<file path="config.mk">
export PLATFORM = sky130hd
export DESIGN_NAME = power_on_reset_startup_sequencer
export DESIGN_NICKNAME = d
export VERILOG_FILES = /design/src/inc/por_seq_pkg.sv /design/src/rtl/power_on_reset_startup_sequencer.sv /design/src/rtl/pin_deglitch.sv
export SDC_FILE = /design/constraint.sdc
export NUM_CORES = 1
export LEC_CHECK = 0
export BUFFER_PORTS_ARGS = -buffer_cell sky130_fd_sc_hd__buf_2
export CORE_ASPECT_RATIO = 0.5
export CORE_MARGIN = 10
export CORE_UTILIZATION = 54
export DETAILED_ROUTE_END_ITERATION = 8
export PLACE_DENSITY_LB_ADDON = 0.25
export SLEW_MARGIN = 25
export SYNTH_ARGS = -nofsm -noshare
export SYNTH_HDL_FRONTEND = slang
export SYNTH_SLANG_ARGS = --single-unit
</file>
<file path="constraint.sdc">
create_clock -name clk -period 1.97 [get_ports clk]
set_clock_uncertainty 0.05 [all_clocks]
set_input_delay 0 -clock clk [delete_from_list [all_inputs] [get_ports clk]]
set_output_delay 0 -clock clk [all_outputs]
set_load 0.02 [all_outputs]
</file>
<file path="src/inc/por_seq_pkg.sv">
package por_seq_pkg;
  // ----------------------------------------
  // timing
  // ----------------------------------------
  localparam int CLK_PERIOD_NS = 4;
  // filter time figures: no value is given, plain defaults
  localparam int RESET_FILTER_TIME_US = 1;
  localparam int RESET_FILTER_CYCLES = (RESET_FILTER_TIME_US * 1000) / CLK_PERIOD_NS;
  localparam int EXT_RESET_DEGLITCH_NS = 5000;
  localparam int EXT_RESET_DEGLITCH_CYCLES = EXT_RESET_DEGLITCH_NS / CLK_PERIOD_NS;
  localparam int CNT_W = 16;
  localparam int DG_W = 11;
  // ----------------------------------------
  // status bit positions
  // ----------------------------------------
  localparam int SUPPLY_STATUS_W = 3;
  localparam int ST_BAT_OV = 0;
  localparam int ST_MAIN_OV = 1;
  localparam int ST_MAIN_UV = 2;
  localparam int CFG_W = 16;
  localparam logic [CFG_W-1:0] CFG_RESET = 16'h0000;
  typedef enum logic [2:0] {
    ST_RESET, ST_FILTER, ST_INIT, ST_WAIT_PIN, ST_READY
  } seq_state_t;
endpackage

</file>
<file path="src/rtl/power_on_reset_startup_sequencer.sv">
// Contract
// - hold reset while main supply is low; release after full filter time.
// - set power-on flag in service fault status 1 when self-test completes.
// - any access to service fault status 1 clears the power-on flag; an access in the cycle self-test completes leaves the flag set.
// - set reset pin echo bit on power-on exit, whatever the pin level.
// - internal regulator or bandgap over/under voltage also forces power-on reset.
// - start initialization and self-test when main supply passes threshold.
// - drive fault output low during the whole initialization.
// - release fault output only when init done and reset pin high.
// - registers keep defaults and ignore writes until ready.
// - main supply undervoltage disables solenoid outputs and fail-safe pre-driver.
// - power down needs no ordering between main and battery supplies.
// - battery overvoltage disables outputs until host acknowledges after recovery.
// - high-voltage or cranking excursions recover without host action.
// - battery overvoltage visible as readable status.
// - main supply over and under voltage visible as readable status.
module power_on_reset_startup_sequencer
  import por_seq_pkg::*;
(
  input wire logic clk,
  input wire logic rst,
  input wire logic ce,
  input wire logic main_supply_uv,
  input wire logic main_supply_ov,
  input wire logic internal_reg_fault,
  input wire logic battery_ov,
  input wire logic battery_excursion,
  input wire logic ext_reset_n,
  input wire logic selftest_done,
  input wire logic sfs1_access,
  input wire logic bat_ov_ack,
  input wire logic cfg_we,
  input wire logic [CFG_W-1:0] cfg_wdata,
  output logic in_reset,
  output logic selftest_start,
  output logic fault_out_n,
  output logic fault_out_n_oe,
  output logic por_flag,
  output logic reset_pin_echo,
  output logic ready,
  output logic drivers_enable,
  output logic [SUPPLY_STATUS_W-1:0] supply_status,
  output logic [CFG_W-1:0] cfg_q
);
  // ----------------------------------------
  // sequencer
  // ----------------------------------------
  seq_state_t state_q, state_d;
  logic [CNT_W-1:0] cnt_q, cnt_d;
  logic por_flag_q, por_flag_d;
  logic echo_q, echo_d;
  logic bat_lock_q, bat_lock_d;
  logic [CFG_W-1:0] cfg_d;
  logic [SUPPLY_STATUS_W-1:0] stat_q, stat_d;
  logic start_q, start_d;
  logic pin_hi;
  logic por_cond;

  pin_deglitch u_dg (
    .clk(clk),
    .rst(rst),
    .ce(ce),
    .pin_raw(ext_reset_n),
    .pin_clean(pin_hi)
  );

  assign por_cond = main_supply_uv | internal_reg_fault;

  always_comb begin
    state_d = state_q;
    cnt_d = cnt_q;
    por_flag_d = por_flag_q;
    echo_d = echo_q;
    start_d = 1'b0;
    if (por_cond) begin
      state_d = ST_RESET;
      cnt_d = '0;
    end else begin
      case (state_q)
        ST_RESET: begin
          state_d = ST_FILTER;
          cnt_d = '0;
        end
        ST_FILTER: begin
          if (cnt_q == CNT_W'(RESET_FILTER_CYCLES - 1)) begin
            state_d = ST_INIT;
            start_d = 1'b1;
          end else begin
            cnt_d = cnt_q + CNT_W'(1);
          end
        end
        ST_INIT: begin
          if (selftest_done) begin
            state_d = ST_WAIT_PIN;
            echo_d = 1'b1;
          end
        end
        ST_WAIT_PIN: begin
          if (pin_hi) begin
            state_d = ST_READY;
          end
        end
        ST_READY: begin
          if (!pin_hi) begin
            state_d = ST_WAIT_PIN;
          end
        end
        default: state_d = ST_RESET;
      endcase
    end
    // access clears, but a set in the same cycle wins
    if (sfs1_access) begin
      por_flag_d = 1'b0;
    end
    if (!por_cond && state_q == ST_INIT && selftest_done) begin
      por_flag_d = 1'b1;
    end
  end

  // ----------------------------------------
  // supply status and output gating
  // ----------------------------------------
  always_comb begin
    stat_d = '0;
    stat_d[ST_BAT_OV] = battery_ov;
    stat_d[ST_MAIN_OV] = main_supply_ov;
    stat_d[ST_MAIN_UV] = main_supply_uv;
    bat_lock_d = bat_lock_q;
    // overvoltage latches until host acknowledges with battery back in range
    if (bat_ov_ack && !battery_ov) begin
      bat_lock_d = 1'b0;
    end
    if (battery_ov) begin
      bat_lock_d = 1'b1;
    end
    cfg_d = cfg_q;
    if (!ready) begin
      cfg_d = CFG_RESET;
    end else if (cfg_we) begin
      cfg_d = cfg_wdata;
    end
  end

  always_ff @(posedge clk) begin
    if (rst) begin
      state_q <= ST_RESET;
      cnt_q <= '0;
      por_flag_q <= 1'b0;
      echo_q <= 1'b0;
      bat_lock_q <= 1'b0;
      cfg_q <= CFG_RESET;
      stat_q <= '0;
      start_q <= 1'b0;
    end else if (ce) begin
      state_q <= state_d;
      cnt_q <= cnt_d;
      por_flag_q <= por_flag_d;
      echo_q <= echo_d;
      bat_lock_q <= bat_lock_d;
      cfg_q <= cfg_d;
      stat_q <= stat_d;
      start_q <= start_d;
    end
  end

  // pin term drops ready in the very cycle the pin is seen low, not one cycle later
  assign ready = (state_q == ST_READY) && pin_hi;
  assign in_reset = (state_q == ST_RESET) || (state_q == ST_FILTER);
  assign selftest_start = start_q;
  assign por_flag = por_flag_q;
  assign reset_pin_echo = echo_q;
  assign supply_status = stat_q;
  // open drain: low is driven, high is released to the pull-up
  assign fault_out_n = 1'b0;
  assign fault_out_n_oe = !ready;
  // excursions other than overvoltage never latch, so they recover alone
  // undervoltage alone suffices, independent of battery level
  assign drivers_enable = ready && !main_supply_uv && !bat_lock_q
                          && !battery_excursion;
endmodule

</file>
<file path="src/rtl/pin_deglitch.sv">
module pin_deglitch
  import por_seq_pkg::*;
(
  input wire logic clk,
  input wire logic rst,
  input wire logic ce,
  input wire logic pin_raw,
  output logic pin_clean
);
  logic [DG_W-1:0] cnt_q, cnt_d;
  logic out_q, out_d;

  // level must hold steady for the full deglitch window before it is accepted
  always_comb begin
    cnt_d = cnt_q;
    out_d = out_q;
    if (pin_raw == out_q) begin
      cnt_d = '0;
    end else if (cnt_q == DG_W'(EXT_RESET_DEGLITCH_CYCLES - 1)) begin
      cnt_d = '0;
      out_d = pin_raw;
    end else begin
      cnt_d = cnt_q + DG_W'(1);
    end
  end

  always_ff @(posedge clk) begin
    if (rst) begin
      cnt_q <= '0;
      out_q <= 1'b0;
    end else if (ce) begin
      cnt_q <= cnt_d;
      out_q <= out_d;
    end
  end

  assign pin_clean = out_q;
endmodule

</file>
-- After elaboration in Yosys (flattened, before gate mapping)
Index checks and enable logic that the tools add are counted.
- bits in registers: 54
- output and inout port bits: 27
- equal/unequal tests: 13
- reduce and logical (&&, ||, !) cells: 25
- multiplexer cells: 20
- bitwise gates (word level): 3
- $add $sub $neg: 2
- operator list (kind ; number):
    $mux 16 ; 4
    $pmux 16 s2 ; 1
    $mux 11 ; 2
    $add 16x1->16 const B ; 1
    $eq 16x8->1 const B ; 1
    $mux 3 ; 5
    $pmux 3 s5 ; 1
    $ne 3x3->1 const B ; 4
    $add 11x1->11 const B ; 1
    $eq 11x11->1 const B ; 1
    $logic_and 1x1->1 ; 7
    $mux 1 ; 7
    $eq 3x2->1 const B ; 2
    $logic_not 1->1 ; 6
    $reduce_and 2->1 ; 3
    $reduce_and 3->1 ; 2
    $reduce_and 5->1 ; 1
    $reduce_and 4->1 ; 1
    $reduce_bool 2->1 ; 2
    $eq 3x1->1 const B ; 1
    $eq 3x3->1 const B ; 1
    $logic_not 3->1 ; 1
    $ne 3x2->1 const B ; 1
    $reduce_bool 3->1 ; 1
    other kinds (5) ; 6

-- Longest topological paths before layout
- depth after elaboration: 6
- mapped depth: 8

-- Modules after synthesis
From an unflattened synthesis, not the netlist that was laid out.
- cell total of the unflattened synthesis: 348
- area total of the unflattened synthesis: 2876.5 µm²
- modules (own cells, without submodules) (module ; cells an instance ; times used ; area an instance (µm²)):
    power_on_reset_startup_sequencer ; 266 ; 1 ; 2144.6
    pin_deglitch ; 82 ; 1 ; 732.0

-- Worst setup path after synthesis
OpenSTA, ideal clock, no wires.
- path type: register to register
- start point: register state_q[0]
- end point: register cfg_q[2]
- arrival time: 1.677 ns
- buffers on the path: 2
- data required time: 1.788 ns
- clock period less this slack: 1.860 ns
- cell stages (with the launch flop): 8
- setup slack: 0.110 ns
- cells stage by stage: dfxtp_1 > clkbuf_1 > nor3_2 > inv_1 > o21a_1 > buf_2 > nand3_1 > a21oi_1
- cells in the longest elaborated chain, start to end: 4
- elaborated cells between the ends (all ways): 5
- those cells by class: eq/ne (2); mux (1); reduce/logical (2)
- ends and longest elaborated chain (item ; RTL line ; text):
    start, declared ; power_on_reset_startup_sequencer.sv:48 ; seq_state_t state_q, state_d;
    start signal, assigned ; power_on_reset_startup_sequencer.sv:155 ; state_q <= state_d;
    $eq 3x3->1 (*) ; power_on_reset_startup_sequencer.sv:167 ; assign ready = (state_q == ST_READY) && pin_hi;
    $logic_and 1x1->1 (*) ; power_on_reset_startup_sequencer.sv:167 ;
    $ne 2x2->1 (no line) ; -- ;
    $reduce_and 2->1 (no line) ; -- ;
    end signal, assigned ; power_on_reset_startup_sequencer.sv:160 ; cfg_q <= cfg_d;
    end, declared ; power_on_reset_startup_sequencer.sv:43 ; output logic [CFG_W-1:0] cfg_q
Every way passes the cells marked *; elsewhere a longest branch is shown, timed or not.
A chain may end at the register's enable or synchronous reset.

-- Worst setup path after layout
- start point: register state_q[1]
- end point: register cnt_q[1]
- cells in the longest elaborated chain, start to end: 3
- elaborated cells between the ends (all ways): 7
- those cells by class: eq/ne (2); mux (2); reduce/logical (3)
- ends and longest elaborated chain (item ; RTL line ; text):
    $eq 3x1->1 or $logic_not 3->1 (tied branches) ; power_on_reset_startup_sequencer.sv:79 ; case (state_q)
    $ne 3x3->1 (no line) (tied with other cells) ; -- ;
    $reduce_and 3->1 (no line) or $mux 16 (tied branches) ; -- ;
    end signal, assigned ; power_on_reset_startup_sequencer.sv:156 ; cnt_q <= cnt_d;
    end, declared ; power_on_reset_startup_sequencer.sv:49 ; logic [CNT_W-1:0] cnt_q, cnt_d;
Several ways; a longest one is shown, not always the timed one.

==> impl_metrics.env <==
export IMPL_clk_latency_ns=0.31
export IMPL_critPathRequiredTime_ns=2.16
export IMPL_fin_hold_ws_ns=0.0413
export IMPL_reg2regPathDepth=4
export IMPL_fin_crit_ns=1.93
export IMPL_status="completed"
export IMPL_portBuffers=54
export IMPL_rows=17
export IMPL_hold_viol=0
export IMPL_grt_pass1_wl_mm=12.4
export IMPL_power_density_nw_per_um2=583
export IMPL_initial_core_util=0.578
export IMPL_cts_buffer_depth=2
export IMPL_placed_area_sq_um=3010
export IMPL_final_cells=469
export IMPL_cp_start_kind="register"
export IMPL_n_antenna_cell=0
export IMPL_worstPathMaxFanout=10
export IMPL_cts_tree="built"
export IMPL_clk_pin_slew_worst_paths_ns=0.10
export IMPL_slew_violations=0
export IMPL_grt_start_max_net_pins=22
export IMPL_fin_ws_ns=0.0404
export IMPL_cp_arrival_ns=2.12
export IMPL_post_drt_wl_per_cell_um=15.6
export IMPL_fillers=343
export IMPL_die_x_um=119
export IMPL_synthFlopType="dfxtp_1"
export IMPL_first_pass_iters=4
export IMPL_hold_depth=2
export IMPL_io_pins=56
export IMPL_layout_common_cells="54 x dfxtp_1, 54 x buf_2, 38 x nand2_1"
export IMPL_dp_hpwl_mm=4.97
export IMPL_synth_area_leaders="dfxtp_1 41%, a21oi_1 5.7%, nand2_1 5.4%, nand3_1 4.9%, nor2_1 2.7%"
export IMPL_die_y_um=69.4
export IMPL_r2r_end="cnt_q[1]$_SDFFE_PP0P_"
export IMPL_worst_r2r_setup_slack_ns=0.04
export IMPL_syn_area_sq_um=2630
export IMPL_setup_tns_ns=0
export IMPL_hold_class="in2reg"
export IMPL_grt_ovfl_total=0
export IMPL_yosysTopAreaCell="dfxtp_1"
export IMPL_drive_gt1_frac=0.236
export IMPL_vias=2692
export IMPL_first_iter_violations=251
export IMPL_yosysUniqueCellTypes=58
export IMPL_nets=435
export IMPL_synth_top_area_frac=0.411
export IMPL_post_place_cells=437
export IMPL_synth_seq_cells=54
export IMPL_routabilityCongestion=0.896
export IMPL_min_to="selftest_start$_SDFFE_PP0P_"
export IMPL_syn_instance_count=319
export IMPL_fin_crit_sh=0.979
export IMPL_ys_seq_area_frac=0.411
export IMPL_power_leakage_nw=1.28
export IMPL_root_buffer="clkbuf_8"
export IMPL_die_area_sq_um=8240
export IMPL_syn_avg_cell_area_sq_um=8.25
export IMPL_htreeDepth=2
export IMPL_pre_cts_ws_ns=0.0834
export IMPL_fmax_mhz=518
export IMPL_regToRegStartpoint="state_q[1]$_SDFFE_PP0P_"
export IMPL_worstSetupPathType="reg2reg"
export IMPL_drcViolationCount=0
export IMPL_via_per_inst=5.74
export IMPL_routed_wl_mm=7.31
export IMPL_antenna_found_initial=0
export IMPL_cts_buffers=5
export IMPL_setup_violations_final=0
export IMPL_synth_edf_count=0
export IMPL_area_growth_pct=28.0
export IMPL_hp_start="rst"
export IMPL_final_area_sq_um=3370
export IMPL_maxCapViolCount=0
export IMPL_cts_sink_count=54
export IMPL_ant_nets=0
export IMPL_grt_usage=0.173
export IMPL_syn_num_nets=352
export IMPL_async_flop_share=0
export IMPL_max_vdd_ir_drop_uv=405
export IMPL_grt_pass1_vias=2632
export IMPL_core_area_sq_um=4550
export IMPL_critPathCaptureType="register"
export IMPL_synth_warnings=0
## what timing repair did
item,4_1_cts,5_1_grt
hold endpoints to repair,23,0
setup buffers,0,0
hold buffers,24,0
endpoints found under the setup margin,0,5
gates resized for setup,0,4
## report_power, final
part,internal [W],total [W],leakage (nW),switching [W]
clock network,0.000290,0.000667,0.0478,0.000377
logic,0.0000902,0.000189,0.793,0.0000985
registers,0.00110,0.00111,0.436,0.00000855
total,0.00148,0.00196,1.28,0.000484
## cell type report
cell class,count,area [sq um],share of cell area
clock buffers,6,82.6,0.0245
clock inverters,2,16.3,0.00483
inverters,7,26.3,0.00780
multi-input cells,239,1440,0.428
flip-flops and latches,54,1080,0.321
well taps,66,82.6,0.0245
repair buffers,95,638,0.189
## Yosys cell counts, drive strengths merged, types with 2 or more instances
library cell	count
a211o	4
a211oi	3
a21oi	30
a311oi	2
a31oi	11
and3	5
and4	4
buf	9
clkbuf	10
dfxtp	54
ha	4
inv	7
mux2i	5
nand2	38
nand3	26
nand3b	5
nand4	9
nand4b	2
nor2	20
nor3	14
nor3b	2
nor4	2
o21a	2
o21ai	12
o31ai	2
or2	2
or3	3
or4	4
or4b	2
xnor2	5
xor2	6
## worst max-delay path: stages (launching register included)
cell and delay [ns]:
dfxtp_1 0.37, or4_4 0.63, or2_4 0.28, or3_1 0.35, a31oi_1 0.17
## worst max path at each step
stage                                        from                     to  slack [ns]  cells after the start
after floorplan           state_q[0]$_SDFFE_PP0P_  cfg_q[2]$_SDFFE_PP0P_        0.11                      7
after global placement    state_q[1]$_SDFFE_PP0P_  cnt_q[1]$_SDFFE_PP0P_        0.13                      4
after detailed placement  state_q[1]$_SDFFE_PP0P_  cnt_q[1]$_SDFFE_PP0P_        0.08                      4
after CTS                          main_supply_uv  por_flag$_SDFFE_PP0P_        0.04                      7
after global routing               main_supply_uv  por_flag$_SDFFE_PP0P_      -0.007                      7
final                     state_q[1]$_SDFFE_PP0P_  cnt_q[1]$_SDFFE_PP0P_        0.04                      4
## state kept, by name (all words and copies together) (netlist names)
register,count
bat_lock_q,1
cfg_q,16
u_dg.pin_clean,1
por_flag,1
u_dg.cnt_q,11
state_q,3
reset_pin_echo,1
cnt_q,16
supply_status,3
selftest_start,1
## through the flow
step	util	power (W)
CTS	0.737	0.00196
floorplan	-	0.00122
finish	0.741	0.00196
global route	0.741	0.00204
detailed placement	0.662	0.00128
global placement	0.662	0.00127
## metal layers
| metal | up-vias | global-route usage | share of wire |
|---|---|---|---|
| met5 | - | 0 | 0 |
| met4 | 0 | 0.0386 | 0.011 |
| met3 | 12 | 0.0453 | 0.054 |
| met2 | 82 | 0.308 | 0.51 |
| met1 | 1270 | 0.203 | 0.43 |
| li1 | 1328 | - | - |
## logic make-up (layout without fill, tap and decap cells)
kind of cell | Yosys count | count (layout) | share of synthesized area
buffers and inverters | 26 | 110 | 0.0475
adder cells (fa/ha/maj) | 4 | 4 | 0.0190
multiplexers | 6 | 6 | 0.0233
XOR/XNOR | 11 | 11 | 0.0366
AND/OR/NAND/NOR | 143 | 143 | 0.288
other | 1 | 1 | 0.00142
flip-flops | 54 | 54 | 0.411
AO/OA/AOI/OAI | 74 | 74 | 0.174
Power figures use the tool's default switching activity.
